===== config.mk =====
export PLATFORM = sky130hd
export DESIGN_NAME = bpm_top
export DESIGN_NICKNAME = d
export VERILOG_FILES = /design/src/inc/bpm_pkg.sv /design/src/inc/bpm_miss_if.sv /design/src/design/bpm_miss_sampler.sv /design/src/design/bpm_top.sv
export SDC_FILE = /design/constraint.sdc
export NUM_CORES = 1
export LEC_CHECK = 0
export ABC_CLOCK_PERIOD_IN_PS = 9400
export BUFFER_PORTS_ARGS = -buffer_cell sky130_fd_sc_hd__buf_2
export CORE_ASPECT_RATIO = 1.25
export CORE_MARGIN = 2
export CORE_UTILIZATION = 61
export CTS_CLUSTER_SIZE = 28
export DETAILED_ROUTE_END_ITERATION = 6
export PLACE_DENSITY = 0.85
export SYNTH_ARGS = -nofsm -noshare
export SYNTH_HDL_FRONTEND = slang
export SYNTH_SLANG_ARGS = --single-unit

===== constraint.sdc =====
create_clock -name ref_clk -period 9.4 [get_ports ref_clk]
set_clock_uncertainty 0.1 [all_clocks]
set_input_delay 0.94 -clock ref_clk [delete_from_list [all_inputs] [get_ports ref_clk]]
set_output_delay 0.94 -clock ref_clk [all_outputs]
set_load 0.03 [all_outputs]

===== src/inc/bpm_pkg.sv =====
// constants, register map and state types of the bus performance monitor
package bpm_pkg;
    localparam int DW = 32;
    localparam int AW = 12;
    localparam int EVT_W = 32;
    localparam int MA_W = 29;
    // register byte addresses
    localparam logic [AW-1:0] ADDR_CTRL = 12'hF00;
    localparam logic [AW-1:0] ADDR_CNT0 = 12'hF40;
    localparam logic [AW-1:0] ADDR_CNT1 = 12'hF80;
    localparam logic [AW-1:0] ADDR_MISS = 12'hFC0;
    // performance_control fields
    localparam int MASK_HI = 31;
    localparam int MASK_LO = 24;
    localparam int STOP1_BIT = 23;
    localparam int GO1_BIT = 22;
    localparam int SEL1_HI = 20;
    localparam int SEL1_LO = 16;
    localparam int STOP0_BIT = 15;
    localparam int GO0_BIT = 14;
    localparam int SEL0_HI = 12;
    localparam int SEL0_LO = 8;
    localparam int NODE8_BIT = 4;
    localparam int RATE_HI = 3;
    localparam int RATE_LO = 2;
    localparam int WRAP1_BIT = 1;
    localparam int WRAP0_BIT = 0;
    // sampled_miss_address fields
    localparam int NEW_BIT = 31;
    localparam int CAUSE_HI = 30;
    localparam int CAUSE_LO = 29;
    localparam int LAYOUT_NEW_REV = 3;
    // node numbering
    localparam logic [3:0] IO_NODE = 4'h8;
    // event input indices
    localparam int EV_VB_HIT = 8;
    localparam int EV_MAILBOX = 11;
    localparam int EV_BUS_RD = 15;
    localparam int EV_BUS_WR = 16;
    localparam int EV_VICTIM = 17;
    localparam int EV_BUS_CMD = 20;
    localparam int EV_VB_SWAP = 31;
    // event pick codes where the mapping bends
    localparam logic [4:0] CODE_VB_HIT = 5'h08;
    localparam logic [4:0] CODE_MBOX_DUP = 5'h0C;
    localparam logic [4:0] CODE_LAST_LOW = 5'h14;
    localparam logic [4:0] CODE_CARRY = 5'h15;
    localparam logic [4:0] CODE_STEP1 = 5'h01;
    localparam logic [4:0] CODE_STEP2 = 5'h02;
    // miss sampling rates
    localparam logic [1:0] RATE_32 = 2'h0;
    localparam logic [1:0] RATE_64 = 2'h1;
    localparam logic [1:0] RATE_ALL = 2'h2;
    localparam logic [8:0] N_32 = 9'h020;
    localparam logic [8:0] N_64 = 9'h040;
    localparam logic [8:0] N_ALL = 9'h001;
    localparam logic [8:0] N_256 = 9'h100;
    localparam logic [DW-1:0] CNT_MAX = 32'hFFFFFFFF;

    typedef struct packed {
        logic [7:0] mask;
        logic node8;
        logic [4:0] sel1;
        logic [4:0] sel0;
        logic [1:0] rate;
        logic run1;
        logic run0;
        logic wrap1;
        logic wrap0;
        logic [DW-1:0] cnt1;
        logic [DW-1:0] cnt0;
        logic [DW-1:0] prdata;
        logic pready;
        logic pslverr;
    } bpm_top_st_t;

    typedef struct packed {
        logic [8:0] seen;
        logic [MA_W-1:0] addr;
        logic [1:0] cause;
        logic fresh;
    } bpm_smp_st_t;

    localparam bpm_top_st_t TOP_RST = '0;
    localparam bpm_smp_st_t SMP_RST = '0;
endpackage


===== src/inc/bpm_miss_if.sv =====
// link between the register block and the miss address sampler
`timescale 1ns/100ps
interface bpm_miss_if;
    logic [1:0] rate;
    logic load_en;
    logic [28:0] load_addr;
    logic read_ack;
    logic miss_valid;
    logic [28:0] miss_addr;
    logic [1:0] miss_cause;
    logic [28:0] cap_addr;
    logic [1:0] cap_cause;
    logic fresh;
    modport sampler (
        input rate, load_en, load_addr, read_ack, miss_valid, miss_addr, miss_cause,
        output cap_addr, cap_cause, fresh
    );
    modport owner (
        output rate, load_en, load_addr, read_ack, miss_valid, miss_addr, miss_cause,
        input cap_addr, cap_cause, fresh
    );
endinterface


===== src/design/bpm_miss_sampler.sv =====
// captures every nth backup-cache miss address and its cause
`timescale 1ns/100ps
module bpm_miss_sampler
    import bpm_pkg::*;
(
    input wire logic ref_clk, // clock
    input wire logic reset, // synchronous reset
    bpm_miss_if.sampler mi // control and capture link
);
    bpm_smp_st_t st_reg;
    bpm_smp_st_t st_next;

    function automatic logic [8:0] nth(input logic [1:0] r);
        logic [8:0] n;
        n = N_256;
        if (r == RATE_32)
            n = N_32;
        else if (r == RATE_64)
            n = N_64;
        else if (r == RATE_ALL)
            n = N_ALL;
        return n;
    endfunction

    always_comb
    begin
        logic [8:0] seen_inc;
        seen_inc = st_reg.seen + 9'h001;
        st_next = st_reg;
        if (mi.read_ack)
            st_next.fresh = 1'b0;
        if (mi.load_en)
            st_next.addr = mi.load_addr;
        if (mi.miss_valid)
        begin
            if (seen_inc >= nth(mi.rate))
            begin
                st_next.seen = '0;
                st_next.addr = mi.miss_addr;
                st_next.cause = mi.miss_cause;
                st_next.fresh = 1'b1;
            end
            else
            begin
                st_next.seen = seen_inc;
            end
        end
    end

    always_ff @(posedge ref_clk)
    begin
        if (reset)
            st_reg <= SMP_RST;
        else
            st_reg <= st_next;
    end

    assign mi.cap_addr = st_reg.addr;
    assign mi.cap_cause = st_reg.cause;
    assign mi.fresh = st_reg.fresh;
endmodule


===== src/design/bpm_top.sv =====
// bus performance monitor: two event counters, control and miss capture on APB
//
// Chosen here: register access over APB.
`timescale 1ns/100ps
module bpm_top
    import bpm_pkg::*;
#(
    parameter int IFACE_REV = LAYOUT_NEW_REV // revision of the miss address layout
)
(
    input wire logic ref_clk, // 10 MHz clock
    input wire logic reset, // synchronous, active high
    input wire logic psel, // apb select
    input wire logic penable, // apb enable
    input wire logic pwrite, // apb direction
    input wire logic [AW-1:0] paddr, // apb byte address
    input wire logic [DW-1:0] pwdata, // apb write data
    output logic [DW-1:0] prdata, // apb read data
    output logic pready, // apb ready
    output logic pslverr, // apb error on unmapped address
    input wire logic [EVT_W-1:0] evt_pulse, // one bit per event source
    input wire logic [3:0] evt_node, // node of the masked bus events
    input wire logic miss_valid, // backup-cache miss pulse
    input wire logic [MA_W-1:0] miss_addr, // block address of the miss
    input wire logic [1:0] miss_cause // miss cause code
);
    bpm_top_st_t st_reg;
    bpm_top_st_t st_next;
    bpm_miss_if mi ();

    logic [EVT_W-1:0] ev0;
    logic [EVT_W-1:0] ev1;
    logic ok0;
    logic ok1;
    logic hit0;
    logic hit1;
    logic carry1;
    logic carry0;
    logic setup;
    logic access;
    logic [DW-1:0] miss_view;
    logic [DW-1:0] ctrl_view;

    // node mask lookup, node 8 only reachable through the ninth bit
    function automatic logic node_ok(input logic [8:0] m, input logic [3:0] n);
        logic r;
        r = 1'b0;
        if (n <= IO_NODE)
            r = m[n];
        return r;
    endfunction

    // event selection shared by both counters
    function automatic logic pick(
        input logic [4:0] code,
        input logic [EVT_W-1:0] ev,
        input logic carry,
        input logic second
    );
        logic r;
        logic [4:0] idx;
        idx = code;
        r = 1'b0;
        if (code <= CODE_LAST_LOW)
        begin
            if (code == CODE_MBOX_DUP)
                idx = EV_MAILBOX[4:0];
            else if (code > CODE_MBOX_DUP)
                idx = code - CODE_STEP1;
            r = ev[idx];
            if (second && code == CODE_VB_HIT)
                r = ev[EV_VB_SWAP];
        end
        else if (second)
        begin
            idx = code - CODE_STEP1;
            r = ev[idx];
        end
        else if (code == CODE_CARRY)
        begin
            r = carry;
        end
        else
        begin
            idx = code - CODE_STEP2;
            r = ev[idx];
        end
        return r;
    endfunction

    assign setup = psel && !penable;
    assign access = psel && penable && st_reg.pready;

    always_comb
    begin
        ok0 = node_ok({1'b0, st_reg.mask}, evt_node);
        ok1 = node_ok({st_reg.node8, st_reg.mask}, evt_node);
        ev0 = evt_pulse;
        ev1 = evt_pulse;
        ev0[EV_BUS_RD] = evt_pulse[EV_BUS_RD] & ok0;
        ev0[EV_BUS_WR] = evt_pulse[EV_BUS_WR] & ok0;
        ev0[EV_VICTIM] = evt_pulse[EV_VICTIM] & ok0;
        ev1[EV_BUS_RD] = evt_pulse[EV_BUS_RD] & ok1;
        ev1[EV_BUS_WR] = evt_pulse[EV_BUS_WR] & ok1;
        ev1[EV_VICTIM] = evt_pulse[EV_VICTIM] & ok1;
        ev1[EV_BUS_CMD] = evt_pulse[EV_BUS_CMD] & ok1;
    end

    assign hit1 = pick(st_reg.sel1, ev1, 1'b0, 1'b1);
    assign carry1 = st_reg.run1 && hit1 && st_reg.cnt1 == CNT_MAX;
    assign hit0 = pick(st_reg.sel0, ev0, carry1, 1'b0);
    assign carry0 = st_reg.run0 && hit0 && st_reg.cnt0 == CNT_MAX;

    always_comb
    begin
        ctrl_view = '0;
        ctrl_view[MASK_HI:MASK_LO] = st_reg.mask;
        ctrl_view[SEL1_HI:SEL1_LO] = st_reg.sel1;
        ctrl_view[SEL0_HI:SEL0_LO] = st_reg.sel0;
        ctrl_view[NODE8_BIT] = st_reg.node8;
        ctrl_view[RATE_HI:RATE_LO] = st_reg.rate;
        ctrl_view[WRAP1_BIT] = st_reg.wrap1;
        ctrl_view[WRAP0_BIT] = st_reg.wrap0;
        // reserved and write-only bits stay zero
        miss_view = '0;
        miss_view[MA_W-1:0] = mi.cap_addr;
        if (IFACE_REV >= LAYOUT_NEW_REV)
        begin
            miss_view[NEW_BIT] = mi.fresh;
            miss_view[CAUSE_HI:CAUSE_LO] = mi.cap_cause;
        end
    end

    always_comb
    begin
        st_next = st_reg;
        st_next.pready = 1'b0;

        if (st_reg.run1 && hit1)
        begin
            st_next.cnt1 = st_reg.cnt1 + 32'h00000001;
            if (st_reg.cnt1 == CNT_MAX)
                st_next.wrap1 = 1'b1;
        end

        if (st_reg.run0 && hit0)
        begin
            st_next.cnt0 = st_reg.cnt0 + 32'h00000001;
            if (st_reg.cnt0 == CNT_MAX)
                st_next.wrap0 = 1'b1;
        end

        // answer prepared in the setup cycle, ready in the first access cycle
        if (setup)
        begin
            st_next.pready = 1'b1;
            st_next.pslverr = 1'b0;
            st_next.prdata = '0;
            if (paddr == ADDR_CTRL)
                st_next.prdata = ctrl_view;
            else if (paddr == ADDR_CNT0)
                st_next.prdata = st_reg.cnt0;
            else if (paddr == ADDR_CNT1)
                st_next.prdata = st_reg.cnt1;
            else if (paddr == ADDR_MISS)
                st_next.prdata = miss_view;
            else
                st_next.pslverr = 1'b1;
        end

        if (access && pwrite)
        begin
            if (paddr == ADDR_CTRL)
            begin
                st_next.mask = pwdata[MASK_HI:MASK_LO];
                st_next.sel1 = pwdata[SEL1_HI:SEL1_LO];
                st_next.sel0 = pwdata[SEL0_HI:SEL0_LO];
                st_next.node8 = pwdata[NODE8_BIT];
                st_next.rate = pwdata[RATE_HI:RATE_LO];
                if (pwdata[STOP1_BIT])
                    st_next.run1 = 1'b0;
                else if (pwdata[GO1_BIT])
                    st_next.run1 = 1'b1;
                if (pwdata[STOP0_BIT])
                    st_next.run0 = 1'b0;
                else if (pwdata[GO0_BIT])
                    st_next.run0 = 1'b1;
            end
            else if (paddr == ADDR_CNT0)
            begin
                st_next.cnt0 = '0;
                // an overflow in this same edge still sets the flag
                st_next.wrap0 = carry0;
                st_next.run0 = 1'b0;
            end
            else if (paddr == ADDR_CNT1)
            begin
                st_next.cnt1 = '0;
                // an overflow in this same edge still sets the flag
                st_next.wrap1 = carry1;
                st_next.run1 = 1'b0;
            end
        end
    end

    always_ff @(posedge ref_clk)
    begin
        if (reset)
            st_reg <= TOP_RST;
        else
            st_reg <= st_next;
    end

    assign mi.rate = st_reg.rate;
    assign mi.load_en = access && pwrite && paddr == ADDR_MISS;
    assign mi.load_addr = pwdata[MA_W-1:0];
    // flag cleared as the read data is taken
    assign mi.read_ack = setup && !pwrite && paddr == ADDR_MISS;
    assign mi.miss_valid = miss_valid;
    assign mi.miss_addr = miss_addr;
    assign mi.miss_cause = miss_cause;

    bpm_miss_sampler u_sampler (
        .ref_clk(ref_clk),
        .reset(reset),
        .mi(mi)
    );

    assign prdata = st_reg.prdata;
    assign pready = st_reg.pready;
    assign pslverr = st_reg.pslverr;
endmodule


======== Yosys cells after proc, flatten, opt, wreduce, memory -nomap -nowiden ========
Index checks and enable logic that the tools add are counted.
word-level totals
  bits in registers ....................... 164
  output and inout port bits .............. 34
cells by class
  add/subtract/negate cells ............... 6
  magnitude comparators ................... 11
  eq/ne operators ......................... 15
  multiplexer cells ....................... 64
  bitwise gates (word level) .............. 7
  reductions and logical operators ........ 20
operator list
  kind                                                                              count
  32-bit 2-to-1 mux                                                                 11
  66-bit 2-to-1 mux                                                                 2
  32-bit by 1-bit adder with 32-bit output (second input constant)                  2
  32-bit == test (second input constant)                                            2
  12-bit == test (second input constant)                                            4
  9-bit 2-to-1 mux                                                                  5
  1-bit 2-to-1 mux                                                                  31
  5-bit 2-to-1 mux                                                                  6
  29-bit 2-to-1 mux                                                                 1
  5-bit by 6-bit less-than comparator with 1-bit output (second input constant)     4
  1-bit binary-select mux with 5-bit select                                         4
  5-bit by 4-bit == test with 1-bit output (second input constant)                  3
  1-bit logical AND                                                                 11
  5-bit by 4-bit greater-than comparator with 1-bit output (second input constant)  2
  5-bit less-or-equal comparator (second input constant)                            2
  5-bit by 1-bit subtractor with 5-bit output (second input constant)               2
  9-bit by 1-bit adder with 9-bit output (second input constant)                    1
  9-bit greater-or-equal comparator                                                 1
  1-bit binary-select mux with 4-bit select                                         2
  1-bit bitwise AND                                                                 7
  3-bit inequality test (second input constant)                                     2
  5-bit == test (second input constant)                                             1
  4-bit by 5-bit less-than comparator with 1-bit output (second input constant)     1
  5-bit by 2-bit subtractor with 5-bit output (second input constant)               1
  11 further kinds                                                                  15

======== Logic depth before layout (Yosys ltp) ========
Gate-level depths: netlist of run 1.
  word-level depth ........................ 17
  mapped depth ............................ 17
  gate-level depth less buffers ........... 11

======== By module ========
Synthesis of run 1 repeated with hierarchy kept, for this count alone.
second synthesis, totals
  cells, all modules ...................... 1,271
  area total of the unflattened synthesis .. 10,923.0 um^2
modules (own cells, without submodules)
  module            times used  cells each  area each (um^2)  seq. area each (um^2)
  bpm_top           1           998         8,476.9           2,462.4
  bpm_miss_sampler  1           273         2,446.1           820.8

======== Worst setup path after synthesis of run 1 ========
Ideal clock, no wire load.
  path type ............................... reg-to-reg
  start point ............................. reg st_reg, in the netlist ctrl_view[16]
  end point ............................... reg st_reg, in the netlist ctrl_view[0]
  setup time .............................. 117 ps
  arrival ................................. 3,613 ps
  setup slack ............................. 5,570 ps
  cell stages (with the launch flop) ...... 18
  path buffers ............................ 6
  period minus slack after synthesis ...... 3,830 ps
  path through ............................ dfxtp_1 -> buf_2 -> buf_2 -> inv_1 -> ha_1 -> buf_2 -> o31ai_1 -> a221o_1 -> buf_2 -> mux4_2 -> nor2b_1 -> a311oi_1 -> o32ai_4 -> a31oi_4 -> buf_2 -> buf_2 -> nor3_1 -> a22o_1
on the way
  word-level cells in the longest chain between the ends .. 17
  elaborated cells between the ends (all ways) .. 24
RTL lines
  what                                                                                                                     RTL line                                     RTL
  start: declaration                                                                                                       bpm_top.sv:27                                bpm_top_st_t st_reg;
  start signal: assignment                                                                                                 bpm_top.sv:211                               st_reg <= st_next;
  5-bit by 1-bit subtractor with 5-bit output or 5-bit by 4-bit greater-than comparator with 1-bit output (tied branches)  bpm_top.sv:69, bpm_top.sv:76, bpm_top.sv:68
  5-bit 2-to-1 mux                                                                                                         bpm_top.sv:68                                else if (code > CODE_MBOX_DUP)
  5-bit 2-to-1 mux                                                                                                         bpm_top.sv:66                                if (code == CODE_MBOX_DUP)
  5-bit 2-to-1 mux                                                                                                         bpm_top.sv:64                                if (code <= CODE_LAST_LOW)
  1-bit binary-select mux with 5-bit select                                                                                bpm_top.sv:70                                r = ev[idx];
  1-bit 2-to-1 mux (implied by the code)                                                                                   bpm_top.sv:70
  1-bit 2-to-1 mux                                                                                                         bpm_top.sv:71                                if (second && code == CODE_VB_HIT)
  1-bit 2-to-1 mux (*)                                                                                                     bpm_top.sv:64
  1-bit logical AND (*) (2 in a row)                                                                                       bpm_top.sv:110                               assign carry1 = st_reg.run1 && hit1 && st_reg.cnt1 == CNT_MAX;
  1-bit 2-to-1 mux (*)                                                                                                     bpm_top.sv:79                                else if (code == CODE_CARRY)
  1-bit 2-to-1 mux (*)                                                                                                     bpm_top.sv:64
  1-bit logical AND (*)                                                                                                    bpm_top.sv:112, bpm_top.sv:146
  1-bit 2-to-1 mux or 1-bit logical AND (tied branches)                                                                    bpm_top.sv:146, bpm_top.sv:112
  1-bit 2-to-1 mux                                                                                                         bpm_top.sv:189                               else if (paddr == ADDR_CNT0)
  66-bit 2-to-1 mux                                                                                                        bpm_top.sv:173                               if (paddr == ADDR_CTRL)
  66-bit 2-to-1 mux (*)                                                                                                    bpm_top.sv:171                               if (access && pwrite)
Every way passes the cells marked *; elsewhere a longest branch is shown, timed or not. The select of a mux whose other input is x is not followed.
A chain may end at the register's enable or synchronous reset.

======== Worst setup path after layout of run 1 ========
  start point ............................. reg st_reg, in the netlist ctrl_view[16]
  end point ............................... reg st_reg[76] (netlist bit)
on the way
  word-level cells in the longest chain between the ends .. 14
  elaborated cells between the ends (all ways) .. 20
RTL lines
  what                                                                                                                     RTL line                                     RTL
  5-bit by 1-bit subtractor with 5-bit output or 5-bit by 4-bit greater-than comparator with 1-bit output (tied branches)  bpm_top.sv:69, bpm_top.sv:76, bpm_top.sv:68
  5-bit 2-to-1 mux                                                                                                         bpm_top.sv:68
  5-bit 2-to-1 mux                                                                                                         bpm_top.sv:66
  5-bit 2-to-1 mux                                                                                                         bpm_top.sv:64
  1-bit binary-select mux with 5-bit select                                                                                bpm_top.sv:70
  1-bit 2-to-1 mux (implied by the code)                                                                                   bpm_top.sv:70
  1-bit 2-to-1 mux                                                                                                         bpm_top.sv:71
  1-bit 2-to-1 mux (*)                                                                                                     bpm_top.sv:64
  1-bit logical AND (*)                                                                                                    bpm_top.sv:139                               if (st_reg.run1 && hit1)
  32-bit 2-to-1 mux (*)                                                                                                    bpm_top.sv:139
  32-bit 2-to-1 mux                                                                                                        bpm_top.sv:196                               else if (paddr == ADDR_CNT1)
  32-bit 2-to-1 mux                                                                                                        bpm_top.sv:189
  66-bit 2-to-1 mux                                                                                                        bpm_top.sv:173
  66-bit 2-to-1 mux (*)                                                                                                    bpm_top.sv:171
Marked as above.

==> key figures, run 1 <==
Outcome
  • Status: finished clean

Floorplan
  • DIE HEIGHT: 147 um
  • Die ar.: 0.0175 mm2
  • Die width: 119 um
  • CORE AREA: 0.0161 mm2
  • Initial Util: 0.621
  • # IOs: 151
  • Row count: 52

Clock network
  • CTS buffer count: 17
  • CTS root buf: clkbuf_16
  • CTS tree: yes
  • Worst skew pair latency: 0.43 ns
  • Htree depth: 4
  • Post-CTS Setup Inserts: 0
  • Clock sinks: 164
  • Bufs on Longest Clock Path: 2
  • Hold buffers post-CTS: 0
  • Post-CTS Resized: 0
  • Worst-path clk slew: 0.06 ns

STA
  • Normalized max-slew margin: 0.231
  • RSZ-0062 raised after global routing: no
  • Setup TNS: 0 ns
  • Hold WS: 0.383 ns
  • Final hold vios: 0
  • Fmax: 0.209 GHz
  • Worst slew pin tran: 1.14 ns
  • Final Cycle Share: 0.508
  • Crit path time final: 4.78 ns
  • Final setup violation count: 0
  • Final Max Tran Viols: 0

Cells and area
  • Commonest non-fill, non-tap cell in the layout: dfxtp_1
  • Area grow syn2layout: 10.5%
  • Share of cells above drive strength 1: 0.203
  • Fillcell total: 1,351
  • Max reg flops: 66
  • Diodes inserted: 0
  • NumNets Final: 1,377
  • Most frequent cells in the layout: dfxtp_1 (164), buf_2 (149), nand2_1 (113)

Setup path
  • Reg2Reg Setup Slack: 4.62 ns
  • CP endpoint: st_reg[76]
  • CP Launch Point: ctrl_view[16]
  • Worst r2r dst: st_reg[76]
  • Crit Reg-Reg Startpoint: ctrl_view[16]
  • Crit end category: flop
  • Critical Path Source Type: flop
  • R2R depth: 11
  • WP data arrival: 5.03 ns
  • Required @ worst endpoint: 9.65 ns
  • Setup CP Type: reg -> reg
  • CP Max Fanout: 22

Synthesis
  • Ys Warns: 0
  • Area of the mapped netlist: 0.0100 mm2
  • Syn_area_per_cell: 8.39 um2
  • Post-synth EDFFs: 0
  • Netlist cell types: 74
  • Top FF cell, synth: dfxtp_1
  • Syn_nets: 1,324
  • Syn Inst Count: 1,194
  • Register area share after synthesis: 0.328
  • FFs w/ async S/R, synth: 0
  • #FFs+latches synth: 164

Drt
  • DRC Markers: 0
  • DRT Pass-1 Iters: 6
  • Vias per cell: 6.71
  • Initial drt markers: 1,301
  • Antenna viol nets, final: 0
  • Vias: 9,902
  • Avg WL per Cell: 20.5 um
  • WL final: 30,200 um

Placement
  • Gpl congestion: 0.976
  • Post-DP HPWL: 21,500 um
  • PortBufs: 150

Hold path
  • Worst hold path depth: 2
  • Min-Delay Path Class: reg -> reg

Pwr
  • VDD IR max: 0.130 mV
  • Leak: 4.18 nW
  • Pwr Density: 133 mW/mm2

Job
  • Max cap viols: 0

Global routing
  • Remaining Overflow, GRT: 0
  • Antenna violations before repair: 0
  • Gr usage total: 0.344
  • Largest net degree at the start of global routing: 92
  • Vias in the first global route: 9,105
  • First-pass GRT wire length: 48,100 um
[stage by stage]
| stage | util | area [um2] | total power, W | std cells | setup WS, ns |
|---|---|---|---|---|---|
| after global placement | 0.650 | 10500 | 0.000798 | 1444 | 4.82 |
| after CTS | 0.686 | 11100 | 0.00147 | 1476 | 4.71 |
| final | 0.686 | 11100 | 0.00147 | 1476 | 4.62 |
| after global routing | 0.686 | 11100 | 0.00151 | 1476 | 4.21 |
| after floorplan | - | 10000 | 0.000754 | 1194 | 5.57 |
| after detailed placement | 0.650 | 10500 | 0.000798 | 1444 | 4.77 |
[critical path: stages (launching register included)]
cell	delay, ns
dfxtp_1	0.76
inv_1	0.10
ha_1	0.52
o31ai_1	0.13
a221o_1	0.48
mux4_2	0.29
nor2b_1	0.14
a311oi_1	0.10
o32ai_4	0.50
nand3_1	0.70
or4_1	0.72
a21oi_1	0.15
[cell families (layout without fill, tap and decap cells)]
kind of cell | count (synthesis) | count (layout) | synth area share
AND/OR/NAND/NOR | 439 | 439 | 0.223
AO/OA/AOI/OAI | 309 | 309 | 0.218
flip-flops | 164 | 164 | 0.328
buffers and inverters | 145 | 211 | 0.0722
multiplexers | 108 | 108 | 0.128
XOR/XNOR | 16 | 16 | 0.0155
adder cells (fa/ha/maj) | 13 | 13 | 0.0162
[per-layer routing]
layer / global-route usage / vias to the layer above / routed length, um
met2: 0.571 / 524 / 14500
met5: 0 / - / 0
met1: 0.439 / 4712 / 12000
li1: - / 4574 / -
met3: 0.0497 / 92 / 2300
met4: 0.167 / 0 / 1410
[area by class of cell]
| type | count | area, um2 | share of cell area |
|---|---|---|---|
| Timing Repair Buffer | 161 | 836 | 0.0755 |
| Tap cell | 216 | 270 | 0.0244 |
| Clock buffer | 19 | 443 | 0.0400 |
| Inverter | 18 | 67.6 | 0.00610 |
| Sequential cell | 164 | 3280 | 0.297 |
| Clock inverter | 13 | 133 | 0.0120 |
| Multi-Input combinational cell | 885 | 6040 | 0.545 |
[report_power, final]
group | internal, W | total, W | switching, W
clock network | 0.000397 | 0.000689 | 0.000292
registers | 0.000696 | 0.000697 | 0.00000114
logic | 0.0000343 | 0.0000885 | 0.0000542
[worst min-delay path by stage]
stage / slack [ns] / startpoint / endpoint
after floorplan: 0.34 / u_sampler.mi.fresh / u_sampler.mi.fresh
after global placement: 0.36 / ctrl_view[31] / ctrl_view[31]
after detailed placement: 0.37 / st_reg[65] / st_reg[65]
after CTS: 0.38 / st_reg[65] / st_reg[65]
after global routing: 0.40 / u_sampler.mi.fresh / u_sampler.mi.fresh
final: 0.38 / st_reg[65] / st_reg[65]
[synthesized netlist by cell type (5+ instances only)]
master	instances	area share
o211ai_1	5	0.0037
xor2_1	7	0.0061
nor4_1	10	0.0062
and3_1	15	0.0094
buf_6	5	0.0056
inv_1	18	0.0067
nand3_1	47	0.023
or3_1	11	0.0069
a222oi_1	23	0.023
a211oi_1	31	0.023
xnor2_1	7	0.0061
or4_1	40	0.030
buf_4	33	0.025
nand3b_1	5	0.0037
o21ai_0	32	0.016
dfxtp_1	164	0.33
nand4_1	15	0.0094
mux2_2	35	0.039
mux2i_1	61	0.061
o41ai_1	5	0.0044
nor2_1	100	0.037
nor2b_1	13	0.0081
a22oi_1	10	0.0075
nor3_1	26	0.013
and2_1	9	0.0056
buf_2	14	0.0070
nand2_1	113	0.042
nand2b_1	16	0.010
o31ai_1	40	0.030
a21oi_1	95	0.047
a22o_1	25	0.022
clkbuf_1	73	0.027
ha_1	13	0.016
mux4_2	10	0.022
No activity file was read; power rests on OpenSTA's default activity.
==> run 2, diff against run 1 <==
ABC_CLOCK_PERIOD_IN_PS = 4300   (was 9400)
CORE_UTILIZATION = 52   (was 61)
PLACE_DENSITY = 0.77   (was 0.85)
clock period = 4.3 ns   (was 9.4 ns; I/O delays follow)
==> key figures, run 2 (synthesis results as in run 1) <==
STA
  • Worst slew pin tran: 0.983 ns (-0.161 ns)
  • Final setup violation count: 0 (unchanged)
  • Fmax: 0.257 GHz (+23%)
  • RSZ-0062 raised after global routing: no
  • Final hold vios: 0 (unchanged)
  • Final Cycle Share: 0.903 (+0.395)
  • Normalized max-slew margin: 0.344 (+0.114)
  • Setup TNS: 0 ns (unchanged)
  • Hold WS: 0.145 ns (-0.238 ns)
  • Final Max Tran Viols: 0 (unchanged)
  • Crit path time final: 3.88 ns (-0.892 ns)

Pwr
  • Pwr Density: 301 mW/mm2 (+130%)
  • VDD IR max: 0.287 mV (+120%)
  • Total chip power: 0.00341 W (+130%)
  • Leak: 4.31 nW (+3.2%)

Hold path
  • Hold Path Origin: miss_cause[0]
  • Hold Path Sink: u_sampler.mi.cap_cause[0]
  • Worst hold path depth: 3 (+1)
  • Min-Delay Path Class: in -> reg

Global routing
  • Remaining Overflow, GRT: 0 (unchanged)
  • Vias in the first global route: 9,003 (-1.1%)
  • Gr usage total: 0.291 (-0.0532)
  • Antenna violations before repair: 0 (unchanged)
  • Largest net degree at the start of global routing: 66 (-28%)
  • First-pass GRT wire length: 47,400 um (-1.3%)

Clock network
  • Clock sinks: 164 (unchanged)
  • Htree depth: 4 (unchanged)
  • Post-CTS Resized: 0 (unchanged)
  • Post-CTS Setup Inserts: 0 (unchanged)
  • Worst-path clk slew: 0.07 ns (about the same)
  • CTS root buf: clkbuf_16
  • Hold buffers post-CTS: 0 (unchanged)
  • Bufs on Longest Clock Path: 2 (unchanged)
  • Worst skew pair latency: 0.44 ns (about the same)
  • CTS tree: yes
  • CTS buffer count: 17 (unchanged)

Placement
  • PortBufs: 150 (unchanged)
  • Placed Area: 0.0107 mm2 (+1.9%)
  • Gpl congestion: 0.962 (-1.5%)
  • Post-DP HPWL: 21,800 um (+1.7%)

Setup path
  • Crit Reg-Reg Startpoint: ctrl_view[8]
  • WP data arrival: 4.14 ns (-0.89 ns)
  • Crit path buffers/inverters: 2 (+1)
  • Required @ worst endpoint: 4.56 ns (-5.09 ns)
  • Crit end category: flop
  • Worst path most repeated cell: or4_1
  • CP Launch Point: ctrl_view[8]
  • Reg2Reg Setup Slack: 0.42 ns (-4.21 ns)
  • Worst r2r dst: st_reg[51]
  • Critical path's slowest cell: or4_1
  • CP top delay family: simple AND/OR/NAND/NOR gates
  • Largest stage delay, worst path: 0.77 ns (about the same)
  • Critical Path Source Type: flop
  • Setup CP Type: reg -> reg
  • Critical-path cell list: inv_1, ha_1, o31ai_2, a221oi_4, mux4_1, nand2_1, and4_1, or4_1, buf_12, or4_1, a21oi_1
  • CP Max Fanout: 45 (+100%)
  • R2R depth: 11 (unchanged)

Cells and area
  • Area grow syn2layout: 13.2%
  • Most frequent cells in the layout: dfxtp_1 (164), buf_2 (149), nand2_1 (113)
  • Fillcell total: 1,643 (+22%)
  • Commonest non-fill, non-tap cell in the layout: dfxtp_1
  • NumNets Final: 1,397 (+1.5%)
  • Share of cells above drive strength 1: 0.214 (+0.0111)
  • Final Cell Area: 0.0113 mm2 (+2.4%)
  • Max reg flops: 66 (unchanged)
  • Fin util: 0.601 (-0.0846)

Drt
  • DRT Pass-1 Iters: 7 (+1)
  • DRC Markers: 1 (+1)
  • Vias per cell: 6.52 (-2.8%)
  • Antenna viol nets, final: 0 (unchanged)
  • WL final: 30,100 um (-0.42%)
  • Vias: 9,856 (-0.46%)
  • Initial drt markers: 996 (-23%)
  • Avg WL per Cell: 19.9 um (-2.8%)

Floorplan
  • Die ar.: 0.0204 mm2 (+17%)
  • Row count: 56 (+7.7%)
  • CORE AREA: 0.0188 mm2 (+17%)
  • # IOs: 151 (unchanged)
  • Die width: 128 um (+8.0%)
  • Initial Util: 0.531 (-0.0893)
  • DIE HEIGHT: 159 um (+8.1%)

Job
  • Max cap viols: 0 (unchanged)

Outcome
  • Status: complete, but fails checks
  • Violated checks: DRC
## run 2: per-stage QoR
step,setup slack [ns],instances
after floorplan,0.470,1194
after global placement,0.568,1480
after detailed placement,0.430,1480
after CTS,0.417,1511
after global routing,0.0933,1511
final,0.416,1512
## run 2: layout make-up
class / instances / area [um2] / area share
Timing Repair Buffer: 181 / 1010 / 0.0892
Inverter: 18 / 67.6 / 0.00596
Antenna cell: 1 / 2.50 / 0.000221
Multi-Input combinational cell: 885 / 6040 / 0.533
Sequential cell: 164 / 3280 / 0.290
Clock inverter: 11 / 198 / 0.0174
Clock buffer: 20 / 447 / 0.0394
Tap cell: 232 / 290 / 0.0256
## run 2: power breakdown
part / total, W / internal, W / leakage, nW / switching [W]
logic: 0.000197 / 0.0000766 / 2.68 / 0.000121
clock network: 0.00169 / 0.00105 / 0.311 / 0.000638
registers: 0.00152 / 0.00152 / 1.32 / 0.00000271
total: 0.00341 / 0.00265 / 4.31 / 0.000762
## run 2: worst reg2reg max path, cell delays in order, from the launching register on
cell and delay (ns):
dfxtp_1 0.40, inv_1 0.16, ha_1 0.35, o31ai_2 0.09, a221oi_4 0.42, mux4_1 0.33
nand2_1 0.05, and4_1 0.19, or4_1 0.77, buf_12 0.29, or4_1 0.49, a21oi_1 0.15
## run 2: worst max path at each step
stage / endpoint / slack, ns / cells past startpoint
after floorplan: ctrl_view[0] / 0.47 / 17
after global placement: st_reg[55] / 0.57 / 11
after detailed placement: st_reg[50] / 0.43 / 11
after CTS: st_reg[51] / 0.42 / 11
after global routing: st_reg[61] / 0.09 / 10
final: st_reg[51] / 0.42 / 11
## run 2: routing by layer
metal,part of all wire,vias to the layer above,GRT usage
met5,0,-,0
met4,0.040,0,0.135
met3,0.070,78,0.0413
met2,0.49,448,0.489
met1,0.40,4711,0.367
li1,-,4619,-
==> run 3, diff against run 2 <==
CAP_MARGIN = 5   (was not set)
CORE_MARGIN = not set   (was 2)
RECOVER_POWER = 50   (was not set)
==> key figures, run 3 (synthesis results as in run 1) <==
Outcome
  • Status: finished clean

Global routing
  • Antenna violations before repair: 0 (unchanged)
  • First-pass GRT wire length: 46,700 um (-1.5%)
  • Vias in the first global route: 9,056 (+0.59%)
  • Remaining Overflow, GRT: 0 (unchanged)
  • Gr usage total: 0.300 (+0.00903)
  • Largest net degree at the start of global routing: 88 (+33%)

Clock network
  • Post-CTS Setup Inserts: 0 (unchanged)
  • Bufs on Longest Clock Path: 2 (unchanged)
  • CTS root buf: clkbuf_16
  • Worst skew pair latency: 0.43 ns (about the same)
  • CTS tree: yes
  • Worst-path clk slew: 0.07 ns (about the same)
  • Htree depth: 4 (unchanged)
  • Clock sinks: 164 (unchanged)
  • CTS buffer count: 17 (unchanged)

Drt
  • DRC Markers: 0 (-1)
  • Initial drt markers: 974 (-2.2%)
  • Avg WL per Cell: 19.6 um (-1.6%)
  • WL final: 29,600 um (-1.8%)
  • Vias: 9,678 (-1.8%)
  • Antenna viol nets, final: 0 (unchanged)
  • DRT Pass-1 Iters: 7 (unchanged)
  • Vias per cell: 6.41 (-1.6%)

STA
  • RSZ-0062 raised after global routing: no
  • Worst slew pin tran: 1.25 ns (+0.269 ns)
  • Crit path time final: 3.95 ns (+0.0617 ns)
  • Final setup violation count: 0 (unchanged)
  • Setup TNS: 0 ns (unchanged)
  • Final Cycle Share: 0.918 (+0.0144)
  • Final hold vios: 0 (unchanged)
  • Fmax: 0.253 GHz (-1.6%)
  • Final Max Tran Viols: 0 (unchanged)
  • Normalized max-slew margin: 0.165 (-0.180)

Setup path
  • Setup CP Type: reg -> reg
  • Critical Path Source Type: flop
  • WP data arrival: 4.21 ns (+0.07 ns)
  • Crit end category: flop
  • Required @ worst endpoint: 4.56 ns (about the same)
  • CP Max Fanout: 62 (+38%)

Floorplan
  • DIE HEIGHT: 157 um (-1.3%)
  • CORE AREA: 0.0188 mm2 (unchanged)
  • # IOs: 151 (unchanged)
  • Die width: 126 um (-1.6%)
  • Row count: 56 (unchanged)
  • Initial Util: 0.531 (unchanged)
  • Die ar.: 0.0198 mm2 (-2.8%)

Placement
  • PortBufs: 150 (unchanged)
  • Gpl congestion: 0.932 (-3.1%)
  • Placed Cells: 1,477 (-0.20%)
  • Post-DP HPWL: 21,500 um (-1.6%)

Cells and area
  • Max reg flops: 66 (unchanged)
  • Share of cells above drive strength 1: 0.181 (-0.0333)
  • Area grow syn2layout: 11.9%
  • Finished Layout Cells: 1,509 (-0.20%)
  • Commonest non-fill, non-tap cell in the layout: dfxtp_1
  • NumNets Final: 1,394 (-0.21%)
  • Diodes inserted: 0 (-1)
  • Most frequent cells in the layout: dfxtp_1 (164), buf_2 (115), nand2_1 (113)

Pwr
  • Pwr Density: 292 mW/mm2 (-3.0%)
  • Leak: 4.11 nW (-4.6%)
  • VDD IR max: 0.296 mV (+3.1%)
  • Total chip power: 0.00327 W (-4.0%)

Hold path
  • Min-Delay Path Class: in -> reg

Job
  • Max cap viols: 0 (unchanged)
==> run 3: critical path, stage by stage (launching register included) <==
cell      delay, ns
dfxtp_1        0.70
inv_1          0.21
ha_1           0.23
a21boi_0       0.39
a21boi_0       0.31
o32a_1         0.18
a221oi_1       0.05
or4_1          0.63
buf_12         0.22
nor2_1         0.19
or4b_1         0.49
a21oi_1        0.15
==> run 3: final timing paths <==
kind / from / end / slack (ns) / cells after the start
setup reg to reg: ctrl_view[10] / st_reg[43] / 0.35 / 11
setup / recovery: ctrl_view[10] / st_reg[43] / 0.35 / 11
hold / removal: miss_cause[1] / u_sampler.mi.cap_cause[1] / 0.15 / 3
hold reg to reg: u_sampler.mi.fresh / u_sampler.mi.fresh / 0.38 / 2
==> run 3: final cells by class <==
cell class,instances,area [um2]
inverter,18,67.6
clock buffer,19,453
timing repair buffer,178,927
tap,232,290
sequential,164,3280
fill,1674,7640
multi-input combinational,885,6040
clock inverter,13,148
==> run 3: per-layer routing <==
layer	GRT usage	share of wire
met4	0.167	0.047
met5	0	0
met2	0.507	0.48
met1	0.360	0.41
met3	0.0540	0.063
==> run 3: through the flow <==
| stage | worst slack (ns) | utilization | hold slack (ns) | cell area [um2] |
|---|---|---|---|---|
| after detailed placement | 0.330 | 0.566 | 0.362 | 10700 |
| after global routing | 0.0643 | 0.595 | 0.148 | 11200 |
| final | 0.354 | 0.595 | 0.148 | 11200 |
| after floorplan | 0.470 | - | 0.343 | 10000 |
| after global placement | 0.410 | 0.566 | 0.360 | 10700 |
| after CTS | 0.261 | 0.598 | 0.142 | 11300 |
==> run 3: what timing repair did <==
item,CTS,global route
hold buffers,0,0
endpoints found under the setup margin,0,2
gates resized for setup,0,1
==> run 3: where the power goes <==
part | internal [W] | switching, W
combinational | 0.0000756 | 0.000118
clock | 0.000896 | 0.000658
sequential | 0.00152 | 0.00000278
total | 0.00249 | 0.000779
